### src/tpc_pkg.sv
// constants, state record and field layout of the 32-bit timer block
// assumes a 16-bit register view reached over a 32-bit Avalon-MM slave
//
// Functional notes
// period-high, period-low, width-high writes wait for width-low write, used at next reload.
// output mode reloads the counter at width expiry and at period expiry.
// periodic output with interrupts enabled latches the flag every period end.
// period 2, width 1 toggles the pin every clock, 50% duty.
// period-count select clear in output mode gives one pulse, period ignored except by the start check.
// end of single pulse latches the flag if interrupts are enabled and stops the timer itself.
// software should choose active-high polarity for single pulses.
// mode 10 is width capture; pin input, period and width read-only.
// capture enable presets counter to one, held until first leading edge.
// trailing edge copies the 32-bit counter into width words, counting on.
// leading edge copies counter to period words and presets counter to one.
// polarity clear means falling leads; set means rising leads.
// capture latches flag on period capture if select set, else on width.
// period words read zero before any period is measured.
// with interrupts enabled first width holds until latch cleared; period updates.
// counter all-ones in capture stops timer, sets overflow, latches flag if enabled.
// software waits two instruction slots between capture mode and enable.
// mode 11 counts rising pin edges, possibly asynchronous.
// first edge loads all-ones minus period, then increments; top latches, next reloads.
// external count ignores select bits, never sets overflow, ignores width.
// external count keeps counting pin edges and can wake the processor.
// width-low rewrite during a pulse gives exactly one wrong-length period.
// mode 01 drives the pin; start loads all-ones minus width, counts to top.
// bad width or period at enable refuses start, sets overflow and latch.
// output mode pin low while disabled; running level follows polarity.
// pin edges pass a two-stage synchronizer before edge detection.
// clearing the latch releases held width words in capture mode.

package tpc_pkg;
    localparam logic [4:0] OFS_CFG  = 5'h00;
    localparam logic [4:0] OFS_STAT = 5'h04;
    localparam logic [4:0] OFS_PRDH = 5'h08;
    localparam logic [4:0] OFS_PRDL = 5'h0C;
    localparam logic [4:0] OFS_WHR  = 5'h10;
    localparam logic [4:0] OFS_WLR  = 5'h14;
    localparam logic [4:0] OFS_CNTH = 5'h18;
    localparam logic [4:0] OFS_CNTL = 5'h1C;

    localparam int CFG_MODE_LSB = 0;
    localparam int CFG_POL_BIT  = 2;
    localparam int CFG_PER_BIT  = 3;
    localparam int CFG_IRQ_BIT  = 4;
    localparam int CFG_INS_BIT  = 5;
    localparam int STAT_IL_BIT  = 0;
    localparam int STAT_OVF_BIT = 4;
    localparam int STAT_EN_BIT  = 8;
    localparam int STAT_DIS_BIT = 9;

    localparam logic [1:0]  MODE_OFF   = 2'h0;
    localparam logic [1:0]  MODE_OUT   = 2'h1;
    localparam logic [1:0]  MODE_CAP   = 2'h2;
    localparam logic [1:0]  MODE_EXT   = 2'h3;
    localparam logic [31:0] CNT_TOP    = 32'hFFFFFFFE;
    localparam logic [31:0] CNT_ALL    = 32'hFFFFFFFF;
    localparam logic [31:0] CNT_PRESET = 32'h00000001;
    localparam logic [15:0] REG_RESET  = 16'h0000;

    typedef enum logic [1:0] {ST_IDLE, ST_ARM, ST_CHECK, ST_RUN} tpc_state_type;

    typedef struct packed {
        tpc_state_type state;
        logic          ack;
        logic [15:0]   rdata;
        logic [1:0]    mode;
        logic          pol;
        logic          perCnt;
        logic          irqEna;
        logic          inSel;
        logic [15:0]   prdH;
        logic [15:0]   prdL;
        logic [15:0]   whr;
        logic [15:0]   wlr;
        logic [31:0]   actPer;
        logic [31:0]   actWid;
        logic          updPend;
        logic [31:0]   cnt;
        logic          widPhase;
        logic          waiting;
        logic          widHeld;
        logic          irq;
        logic          ovf;
        logic          sync1;
        logic          sync2;
        logic          pinPrev;
        logic          pinOut;
    } tpc_regs_type;
endpackage

### src/tpc_timer.sv
// timer with waveform output, width capture and external edge counting
// assumes an Avalon-MM master on core_clk and an asynchronous timer pin
`timescale 1ns/1ns

module tpc_timer (
    input  wire logic        core_clk,
    input  wire logic        rst,
    input  wire logic [4:0]  avs_address,
    input  wire logic        avs_read,
    input  wire logic        avs_write,
    input  wire logic [31:0] avs_writedata,
    input  wire logic [3:0]  avs_byteenable,
    output logic      [31:0] avs_readdata,
    output logic             avs_waitrequest,
    input  wire logic        timerPinIn,
    output logic             timerPinOut,
    output logic             timerPinOe,
    output logic             interruptLatchFlag,
    output logic             overflowFlag
);
    tpc_pkg::tpc_regs_type s;
    tpc_pkg::tpc_regs_type n;

    // ------------------------------------------------------------
    // helpers
    // ------------------------------------------------------------
    function automatic logic [15:0] mergeBytes(input logic [15:0] old,
                                               input logic [15:0] wd,
                                               input logic [1:0]  be);
        logic [15:0] r;
        r = old;
        if (be[0]) begin
            r[7:0] = wd[7:0];
        end
        if (be[1]) begin
            r[15:8] = wd[15:8];
        end
        return r;
    endfunction

    function automatic logic badPair(input logic [31:0] per, input logic [31:0] wid);
        return (wid == 32'h00000000) || (per <= wid);
    endfunction

    logic        req;
    logic        wr;
    logic        rise;
    logic        fall;
    logic        lead;
    logic        trail;
    logic        ilSet;
    logic        ilClr;
    logic        ovfSet;
    logic        ovfClr;
    logic        heldSet;
    logic        heldClr;
    logic [15:0] wd;
    logic [31:0] perUse;
    logic [31:0] widUse;
    logic [31:0] extNew;
    logic [15:0] rmux;

    assign req                = avs_read | avs_write;
    assign avs_waitrequest    = req & ~s.ack;
    assign avs_readdata       = {16'h0000, s.rdata};
    assign timerPinOut        = s.pinOut;
    assign timerPinOe         = (s.mode == tpc_pkg::MODE_OUT);
    assign interruptLatchFlag = s.irq;
    assign overflowFlag       = s.ovf;

    // ------------------------------------------------------------
    // next state
    // ------------------------------------------------------------
    always_comb begin
        n       = s;
        wd      = avs_writedata[15:0];
        wr      = s.ack & avs_write;
        ilSet   = 1'b0;
        ovfSet  = 1'b0;
        heldSet = 1'b0;
        heldClr = 1'b0;
        ilClr   = wr && (avs_address == tpc_pkg::OFS_STAT) && avs_byteenable[0]
                  && wd[tpc_pkg::STAT_IL_BIT];
        ovfClr  = wr && (avs_address == tpc_pkg::OFS_STAT) && avs_byteenable[0]
                  && wd[tpc_pkg::STAT_OVF_BIT];
        // one wait state: answer on the edge after the request is seen
        n.ack   = req & ~s.ack;

        // stage one feeds stage two only
        n.sync1   = timerPinIn;
        n.sync2   = s.sync1;
        n.pinPrev = s.sync2;
        rise      = s.sync2 & ~s.pinPrev;
        fall      = ~s.sync2 & s.pinPrev;
        lead      = s.pol ? rise : fall;
        trail     = s.pol ? fall : rise;

        // new buffered values are only taken at a reload
        perUse = s.updPend ? {s.prdH, s.prdL} : s.actPer;
        widUse = s.updPend ? {s.whr, s.wlr} : s.actWid;
        extNew = 32'h00000000;

        case (avs_address)
            tpc_pkg::OFS_CFG:  rmux = {10'h000, s.inSel, s.irqEna, s.perCnt, s.pol, s.mode};
            tpc_pkg::OFS_STAT: rmux = {6'h00, (s.state != tpc_pkg::ST_IDLE),
                                       (s.state != tpc_pkg::ST_IDLE), 3'h0, s.ovf, 3'h0, s.irq};
            tpc_pkg::OFS_PRDH: rmux = s.prdH;
            tpc_pkg::OFS_PRDL: rmux = s.prdL;
            tpc_pkg::OFS_WHR:  rmux = s.whr;
            tpc_pkg::OFS_WLR:  rmux = s.wlr;
            tpc_pkg::OFS_CNTH: rmux = s.cnt[31:16];
            tpc_pkg::OFS_CNTL: rmux = s.cnt[15:0];
            default:           rmux = 16'h0000;
        endcase
        if (req & ~s.ack) begin
            n.rdata = rmux;
        end

        // --------------------------------------------------------
        // counter engine
        // --------------------------------------------------------
        case (s.state)
            tpc_pkg::ST_IDLE: begin
                n.state = tpc_pkg::ST_IDLE;
            end
            tpc_pkg::ST_ARM: begin
                n.state = tpc_pkg::ST_CHECK;
            end
            tpc_pkg::ST_CHECK: begin
                case (s.mode)
                    tpc_pkg::MODE_OUT: begin
                        if (badPair({s.prdH, s.prdL}, {s.whr, s.wlr})) begin
                            ilSet   = 1'b1;
                            ovfSet  = 1'b1;
                            n.state = tpc_pkg::ST_IDLE;
                        end else begin
                            n.actPer   = {s.prdH, s.prdL};
                            n.actWid   = {s.whr, s.wlr};
                            n.updPend  = 1'b0;
                            n.cnt      = tpc_pkg::CNT_ALL - {s.whr, s.wlr};
                            n.widPhase = 1'b1;
                            n.state    = tpc_pkg::ST_RUN;
                        end
                    end
                    tpc_pkg::MODE_CAP: begin
                        n.cnt     = tpc_pkg::CNT_PRESET;
                        n.waiting = 1'b1;
                        n.prdH    = 16'h0000;
                        n.prdL    = 16'h0000;
                        heldClr   = 1'b1;
                        n.state   = tpc_pkg::ST_RUN;
                    end
                    tpc_pkg::MODE_EXT: begin
                        n.waiting = 1'b1;
                        n.state   = tpc_pkg::ST_RUN;
                    end
                    default: begin
                        n.state = tpc_pkg::ST_IDLE;
                    end
                endcase
            end
            tpc_pkg::ST_RUN: begin
                case (s.mode)
                    tpc_pkg::MODE_OUT: begin
                        if (s.cnt == tpc_pkg::CNT_TOP) begin
                            if (s.widPhase && !s.perCnt) begin
                                // single pulse ends here, period not used beyond the start check
                                ilSet   = s.irqEna;
                                n.state = tpc_pkg::ST_IDLE;
                            end else if (s.widPhase) begin
                                // width-end reload: a fresh width here skews one period
                                n.actPer   = perUse;
                                n.actWid   = widUse;
                                n.updPend  = 1'b0;
                                n.cnt      = tpc_pkg::CNT_ALL - (perUse - widUse);
                                n.widPhase = 1'b0;
                            end else begin
                                n.actPer   = perUse;
                                n.actWid   = widUse;
                                n.updPend  = 1'b0;
                                n.cnt      = tpc_pkg::CNT_ALL - widUse;
                                n.widPhase = 1'b1;
                                ilSet      = s.irqEna;
                            end
                        end else begin
                            n.cnt = s.cnt + 32'h00000001;
                        end
                    end
                    tpc_pkg::MODE_CAP: begin
                        if (s.waiting) begin
                            n.waiting = ~lead;
                        end else if (s.cnt == tpc_pkg::CNT_ALL) begin
                            n.state = tpc_pkg::ST_IDLE;
                            ovfSet  = 1'b1;
                            ilSet   = s.irqEna;
                        end else if (lead) begin
                            n.prdH = s.cnt[31:16];
                            n.prdL = s.cnt[15:0];
                            n.cnt  = tpc_pkg::CNT_PRESET;
                            ilSet  = s.irqEna & s.perCnt;
                        end else begin
                            n.cnt = s.cnt + 32'h00000001;
                            if (trail && !s.widHeld) begin
                                n.whr   = s.cnt[31:16];
                                n.wlr   = s.cnt[15:0];
                                heldSet = s.irqEna;
                                ilSet   = s.irqEna & ~s.perCnt;
                            end
                        end
                    end
                    tpc_pkg::MODE_EXT: begin
                        // pin edges are the count source; width and select bits unused
                        if (rise) begin
                            if (s.waiting || (s.cnt == tpc_pkg::CNT_TOP)) begin
                                extNew = tpc_pkg::CNT_ALL - {s.prdH, s.prdL};
                            end else begin
                                extNew = s.cnt + 32'h00000001;
                            end
                            n.cnt     = extNew;
                            n.waiting = 1'b0;
                            ilSet     = s.irqEna && (extNew == tpc_pkg::CNT_TOP);
                        end
                    end
                    default: begin
                        n.state = tpc_pkg::ST_IDLE;
                    end
                endcase
            end
            default: begin
                n.state = tpc_pkg::ST_IDLE;
            end
        endcase

        // --------------------------------------------------------
        // register writes
        // --------------------------------------------------------
        if (wr) begin
            case (avs_address)
                tpc_pkg::OFS_CFG: begin
                    if (avs_byteenable[0]) begin
                        n.mode   = wd[tpc_pkg::CFG_MODE_LSB +: 2];
                        n.pol    = wd[tpc_pkg::CFG_POL_BIT];
                        n.perCnt = wd[tpc_pkg::CFG_PER_BIT];
                        n.irqEna = wd[tpc_pkg::CFG_IRQ_BIT];
                        n.inSel  = wd[tpc_pkg::CFG_INS_BIT];
                    end
                end
                tpc_pkg::OFS_STAT: begin
                    if (avs_byteenable[1] && wd[tpc_pkg::STAT_DIS_BIT]) begin
                        n.state = tpc_pkg::ST_IDLE;
                    end else if (avs_byteenable[1] && wd[tpc_pkg::STAT_EN_BIT]
                                 && (s.state == tpc_pkg::ST_IDLE)) begin
                        n.state = tpc_pkg::ST_ARM;
                    end
                end
                tpc_pkg::OFS_PRDH: begin
                    if (s.mode != tpc_pkg::MODE_CAP) begin
                        n.prdH = mergeBytes(s.prdH, wd, avs_byteenable[1:0]);
                    end
                end
                tpc_pkg::OFS_PRDL: begin
                    if (s.mode != tpc_pkg::MODE_CAP) begin
                        n.prdL = mergeBytes(s.prdL, wd, avs_byteenable[1:0]);
                    end
                end
                tpc_pkg::OFS_WHR: begin
                    if (s.mode != tpc_pkg::MODE_CAP) begin
                        n.whr = mergeBytes(s.whr, wd, avs_byteenable[1:0]);
                    end
                end
                tpc_pkg::OFS_WLR: begin
                    if (s.mode != tpc_pkg::MODE_CAP) begin
                        n.wlr     = mergeBytes(s.wlr, wd, avs_byteenable[1:0]);
                        n.updPend = 1'b1;
                    end
                end
                default: begin
                    n.mode = s.mode;
                end
            endcase
        end

        // hardware set wins over a software clear in the same cycle
        n.irq     = (s.irq & ~ilClr) | ilSet;
        n.ovf     = (s.ovf & ~ovfClr) | ovfSet;
        n.widHeld = (s.widHeld & ~ilClr & ~heldClr) | heldSet;

        // idle pin is low whatever the polarity
        if ((n.state == tpc_pkg::ST_RUN) && (n.mode == tpc_pkg::MODE_OUT)) begin
            n.pinOut = n.widPhase ? n.pol : ~n.pol;
        end else begin
            n.pinOut = 1'b0;
        end
    end

    always_ff @(posedge core_clk or posedge rst) begin
        if (rst) begin
            s <= '0;
        end else begin
            s <= n;
        end
    end
endmodule
### config.mk
export PLATFORM = sky130hd
export DESIGN_NAME = tpc_timer
export DESIGN_NICKNAME = d
export VERILOG_FILES = /design/src/tpc_pkg.sv /design/src/tpc_timer.sv
export SDC_FILE = /design/constraint.sdc
export NUM_CORES = 1
export LEC_CHECK = 0
export BUFFER_PORTS_ARGS = -buffer_cell sky130_fd_sc_hd__buf_2
export CAP_MARGIN = 15
export CELL_PAD_IN_SITES_DETAIL_PLACEMENT = 0
export CELL_PAD_IN_SITES_GLOBAL_PLACEMENT = 1
export CORE_ASPECT_RATIO = 1.2
export CORE_MARGIN = 5
export CORE_UTILIZATION = 35
export CTS_BUF_LIST = sky130_fd_sc_hd__clkbuf_2 sky130_fd_sc_hd__clkbuf_4 sky130_fd_sc_hd__clkbuf_8
export DETAILED_ROUTE_END_ITERATION = 10
export GPL_TIMING_DRIVEN = 0
export PLACE_DENSITY = 0.61
export SLEW_MARGIN = 0
export SYNTH_ARGS = -nofsm -noshare
export SYNTH_HDL_FRONTEND = slang
export SYNTH_SLANG_ARGS = --single-unit
### constraint.sdc
create_clock -name core_clk -period 8.4 [get_ports core_clk]
set_clock_uncertainty 0.1 [all_clocks]
set_input_delay 1.26 -clock core_clk [delete_from_list [all_inputs] [get_ports core_clk]]
set_output_delay 1.26 -clock core_clk [all_outputs]
set_load 0.05 [all_outputs]
==> results.cfg, run 1 <==
[run_status]
status = complete, no violations

[critical_path]
crit_path_start = s[41]$_DFF_PP0_
end_kind = flop
reg2reg_depth = 17
startpoint_type = flop
cp_slowest_cell = buf_1
cp.depth = 17
path_cells = buf_1 -> buf_1 -> clkbuf_1 -> clkbuf_1 -> mux2i_1 -> ha_1 -> inv_1 -> fa_1 -> nand2b_1 -> a21oi_1 -> o211ai_1 -> a211oi_1 -> nor3_1 -> o41ai_1 -> xor2_1 -> o211ai_1 -> a31oi_1
crit_family = buffers and inverters
worstPathArrival_ps = 7760
r2r_end = s[39]$_DFFE_PP0P_
cp_data_required_time_ps = 8790
endpoint = s[39]$_DFFE_PP0P_
path_class = flop to flop
slowest_delay_ps = 860
rr_startpoint = s[41]$_DFF_PP0_
crit_buf_inv = 5
reg2reg_slack_ps = 1040
crit_fanout = 10

[global_route]
grt_use_total_pct = 32.7
antenna_found_initial = 0
grt_pass1_wl_mm = 109
grt_overflow = 0
grt_max_degree = 101
grt_pass1_vias = 14800

[yosys]
yosysWarnings = 0
synth-edff-count = 0
syn-instance-count = 1699
synth_seq_cells = 195
syn_avg_cell_area_um2 = 8.73
postSynth.asyncResetShare_pct = 100
synth_cell_types = 88
synthFlopType = dfrtp_1
synth_area_um2 = 14800
yosysSeqAreaShare_pct = 32.9

[sta]
setup_viol = 0
tns_ps = 0
tightest_slew_ps = 1250
fin_crit_sh_pct = 87.7
fmax_mhz = 136
rsz0062_at_grt = no
slew_viol_final = 0
relSlewSlack_pct = 16.5
hold_viol = 0
period_minus_slack_ps = 7360

[placed_design]
gp_congestion = 1.05
portBuffers = 47
post-dp-hpwl_mm = 58.4

[cts]
postCtsSetupBuffers = 0
hold_buffers = 0
clock_sinks = 195
clkLatencyLatePin_ps = 570
htreeDepth = 4
cts_buffers = 17
cts_tree = done
clockBufferDepth = 2
clk_transition_reported_paths_ps = 110
postCtsResizedCells = 0
cts_root_buffer = clkbuf_8

[die]
initial_utilization_pct = 35.4
die_y_um = 236
die-area_um2 = 46600
num_rows = 82
fp.dieW_um = 198
core_um2 = 41900
pin_count = 83

[detailed_routing]
drc_errors = 0
drt-initial-drc-count = 1731
ant_nets = 0
routed_wirelength_mm = 77.1
firstDrtPassIters = 8
vias = 14900
viasPerCell = 6.38
wire_per_inst_um = 32.9

[layout]
n_antenna_cell = 0
fin_util_pct = 38.9
post_route_cells_drive_above_1_share_pct = 15.4
area_growth_syn_to_layout_pct = 9.82
fin_nets = 1896

[pwr]
p_per_area_nw_per_um2 = 298
peakVddDrop_v = 0.000134
power.leakage_nw = 7.04

[flow_run]
max_cap_viol_count = 0

[worst_hold_path]
hold_path_class = flop to flop
## per-stage QoR
stage	area, µm²	total power, W	cells	hold slack, ps	worst slack (ps)
4_1_cts	16300	0.00480	2343	282	934
3_5_place_dp	15900	0.00409	2311	249	972
6_report	16300	0.00486	2343	273	1040
5_1_grt	16300	0.00513	2343	294	769
3_3_place_gp	15800	0.00407	2307	245	-1210
2_1_floorplan	14900	0.00312	1714	231	1730
## routing by layer
metal	up-vias	GRT usage [%]	routed length, µm	share of wire (%)
met5	-	0	0	0
met4	0	24.3	6860	8.9
met3	227	5.53	5620	7.3
met2	809	49.8	33900	44
met1	7407	41.2	30700	40
li1	6494	-	-	-
## layout by cell type, fill, tap and decap left out, drive strengths merged, types with 8 or more instances in the layout
cell / Yosys / final
o221ai: 25 / 25
nand2: 128 / 128
o22a: 8 / 8
inv: 59 / 65
o211ai: 15 / 15
a31oi: 22 / 22
clkbuf: 72 / 91
ha: 65 / 65
nor2: 112 / 112
xor2: 19 / 19
and3: 17 / 17
a22oi: 24 / 24
o22ai: 46 / 46
and2: 13 / 13
and4: 9 / 9
dfrtp: 195 / 195
nor2b: 9 / 9
conb: 1 / 16
a21oi: 163 / 163
a211oi: 11 / 11
a221o: 9 / 9
nand2b: 11 / 11
mux2: 103 / 103
a222oi: 18 / 18
nand4: 25 / 25
a221oi: 17 / 17
o21a: 11 / 11
o21ai: 115 / 115
xnor2: 38 / 38
a21o: 21 / 21
mux2i: 51 / 51
nor4: 25 / 25
buf: 77 / 128
nor3: 31 / 31
nand3: 57 / 57
## layout make-up
class / count / area [µm²]
Fill cell: 4374 / 25600
Multi-Input combinational cell: 1311 / 8980
Sequential cell: 195 / 4880
Buffer: 149 / 813
Tap cell: 546 / 683
Timing Repair Buffer: 51 / 290
Clock buffer: 19 / 249
Inverter: 59 / 229
Clock inverter: 13 / 170
## worst min path at each step
| stage | from | end | cells past startpoint |
|---|---|---|---|
| after floorplan | n[2]$_DFF_PP0_ | n[1]$_DFF_PP0_ | 0 |
| after global placement | n[2]$_DFF_PP0_ | n[1]$_DFF_PP0_ | 0 |
| after detailed placement | n[2]$_DFF_PP0_ | n[1]$_DFF_PP0_ | 0 |
| after CTS | n[2]$_DFF_PP0_ | n[1]$_DFF_PP0_ | 0 |
| after global routing | n[2]$_DFF_PP0_ | n[1]$_DFF_PP0_ | 0 |
| final | n[2]$_DFF_PP0_ | n[1]$_DFF_PP0_ | 0 |
## cells by family after synthesis
kind of cell	count (synthesis)	share of synthesized area, %
AOI/OAI and AO/OA	557	24.4
and+or+nand+nor	461	15.4
buffers and inverters	208	6.98
DFF	195	32.9
muxes	154	11.3
adders and majority gates	66	5.62
xor gates and xnor gates	57	3.37
other	1	0.0253
## power breakdown
part | leakage, nW | total [W] | internal, W | switching, W
Clock | 0.216 | 0.000710 | 0.000307 | 0.000403
Combinational | 4.29 | 0.00257 | 0.000955 | 0.00161
Sequential | 2.54 | 0.00158 | 0.00114 | 0.000443
## flip-flops by register name, summed over array words and instances (netlist names)
signal and cells:
s 174, avs_readdata 16, n 2, interruptLatchFlag 1, overflowFlag 1, timerPinOut 1
## synth_stat cells, drive strengths merged, types with 18 or more instances
cell type  number  area, µm²
ha             65        813
a21o           21        158
o21ai         115        576
nand3          57        285
a222oi         18        180
nor3           31        165
mux2          103       1160
buf            77        543
xor2           19        166
mux2i          51        510
a21oi         163        827
nor4           25        169
inv            59        221
dfrtp         195       4880
xnor2          38        333
o22ai          46        288
clkbuf         72        270
o221ai         25        219
a31oi          22        138
nand4          25        184
nand2         128        480
a22oi          24        180
nor2          112        430
No activity file was read; power rests on OpenSTA's default activity.
==> run 2, diff against run 1 <==
CELL_PAD_IN_SITES_DETAIL_PLACEMENT = 1   (was 0)
==> run 2 against run 1 <==
Register-to-register slack is essentially flat. Sequential share of layout area about the same. Critical path type unchanged. Via count increased by 2.4%. First-iteration DRC count fell by 8.1%. Sequential cell count stayed put. Critical endpoint unchanged. Utilization fell by 0.051 points. Design area shrank 0.13%. Setup slack got worse by 8.0 ps.
==> results.cfg, run 2 (synthesis results as in run 1) <==
[critical_path]
worstPathArrival_ps = 7760
path_class = flop to flop
end_kind = flop
endpoint = s[39]$_DFFE_PP0P_
crit_path_start = s[41]$_DFF_PP0_
r2r_end = s[39]$_DFFE_PP0P_
crit_fanout = 10
reg2reg_slack_ps = 1030
startpoint_type = flop
cp_data_required_time_ps = 8790
rr_startpoint = s[41]$_DFF_PP0_
reg2reg_depth = 17

[sta]
hold_ws_ps = 283
period_minus_slack_ps = 7370
fin_crit_sh_pct = 87.8
tightest_slew_ps = 1280
fmax_mhz = 136
rsz0062_at_grt = no
hold_viol = 0
slew_viol_final = 0
setup_viol = 0
relSlewSlack_pct = 14.3

[global_route]
grt_pass1_vias = 15800
antenna_found_initial = 2
grt_pass1_wl_mm = 113
grt_max_degree = 101
grt_overflow = 0
grt_use_total_pct = 33.5

[die]
die-area_um2 = 46600
num_rows = 82
core_um2 = 41900
die_y_um = 236
fp.dieW_um = 198
initial_utilization_pct = 35.4
pin_count = 83

[cts]
postCtsResizedCells = 0
clk_transition_reported_paths_ps = 110
cts_buffers = 17
clkLatencyLatePin_ps = 560
clockBufferDepth = 2
cts_root_buffer = clkbuf_8
clock_sinks = 195
postCtsSetupBuffers = 0
cts_tree = done
htreeDepth = 4
hold_buffers = 0

[detailed_routing]
ant_nets = 0
drc_errors = 0
wire_per_inst_um = 33.7
firstDrtPassIters = 9
drt-initial-drc-count = 1590
vias = 15300
routed_wirelength_mm = 79.0
viasPerCell = 6.53

[placed_design]
gp_congestion = 1.05
post-dp-hpwl_mm = 60.3
portBuffers = 47

[pwr]
switchingPower_w = 0.00249
peakVddDrop_v = 0.000128
internal-power_w = 0.00238
seq_power_share_pct = 32.7
power_w = 0.00487
power.leakage_nw = 7.03
switching_share_pct = 51.2
p_comb_share_pct = 53.3
p_clk_share_pct = 14.0
p_per_area_nw_per_um2 = 299

[layout]
largest_reg_flops = 174
post_route_cells_drive_above_1_share_pct = 15.4
most-common-layout-cells = dfrtp_1 (195), a21oi_1 (162), nand2_1 (128)
n_fill_cell = 4966
fin_util_pct = 38.9
final_common_cell = dfrtp_1
fin_nets = 1896
register_area_um2 = 4880
n_antenna_cell = 0
area_growth_syn_to_layout_pct = 9.67
regMostFlops = s
multi_input_area_um2 = 8980

[run_status]
status = complete, no violations

[worst_hold_path]
hold_path_class = flop to flop

[flow_run]
max_cap_viol_count = 0
## run 2: layer usage
metal	GRT usage [%]	vias up	wire length, µm
met2	53.0	759	35600
met4	23.2	2	6720
met1	41.3	7793	30900
met5	0	-	19
li1	-	6500	-
met3	5.77	243	5740
## run 2: area by class of cell
class                      instances  share of cell area [%]
tap                              546                    4.20
clock buffer                      19                    1.57
buffer                           149                    5.00
sequential                       195                    30.0
timing repair buffer              51                    1.78
multi-input combinational       1311                    55.2
inverter                          59                    1.41
clock inverter                    12                   0.877
## run 2: worst min path at each step
stage	start	to	slack, ps	depth (start not counted)
2_1_floorplan	n[2]$_DFF_PP0_	n[1]$_DFF_PP0_	230	0
3_3_place_gp	n[2]$_DFF_PP0_	n[1]$_DFF_PP0_	240	0
3_5_place_dp	n[2]$_DFF_PP0_	n[1]$_DFF_PP0_	250	0
4_1_cts	n[2]$_DFF_PP0_	n[1]$_DFF_PP0_	300	0
5_1_grt	n[2]$_DFF_PP0_	n[1]$_DFF_PP0_	310	0
6_report	n[2]$_DFF_PP0_	n[1]$_DFF_PP0_	280	0
## run 2: power by group through the flow
stage / sequential [W] / combinational (W) / clock, W
after detailed placement: 0.00158 / 0.00255 / 0
after global placement: 0.00157 / 0.00250 / 0
after global routing: 0.00158 / 0.00282 / 0.000724
after CTS: 0.00156 / 0.00257 / 0.000696
after floorplan: 0.00131 / 0.00180 / 0
final: 0.00159 / 0.00259 / 0.000684
## run 2: metrics by stage
step	setup TNS, ps	worst slack [ps]	cell area (µm²)	cells
6_report	0	1030	16300	2342
5_1_grt	0	663	16300	2342
4_1_cts	0	914	16300	2342
3_3_place_gp	-229970	-1210	15800	2307
2_1_floorplan	0	1730	14900	1714
3_5_place_dp	0	937	15900	2311
## run 2: worst max-delay path, cell delays in order (launching register included)
cell,delay [ps]
dfrtp_1,420
buf_1,770
buf_1,860
clkbuf_1,780
clkbuf_1,640
mux2i_1,270
ha_1,250
inv_1,80
fa_1,430
nand2b_1,200
a21oi_1,310
o211ai_1,270
a211oi_1,570
nor3_1,120
o41ai_1,650
xor2_1,250
o211ai_1,120
a31oi_1,180
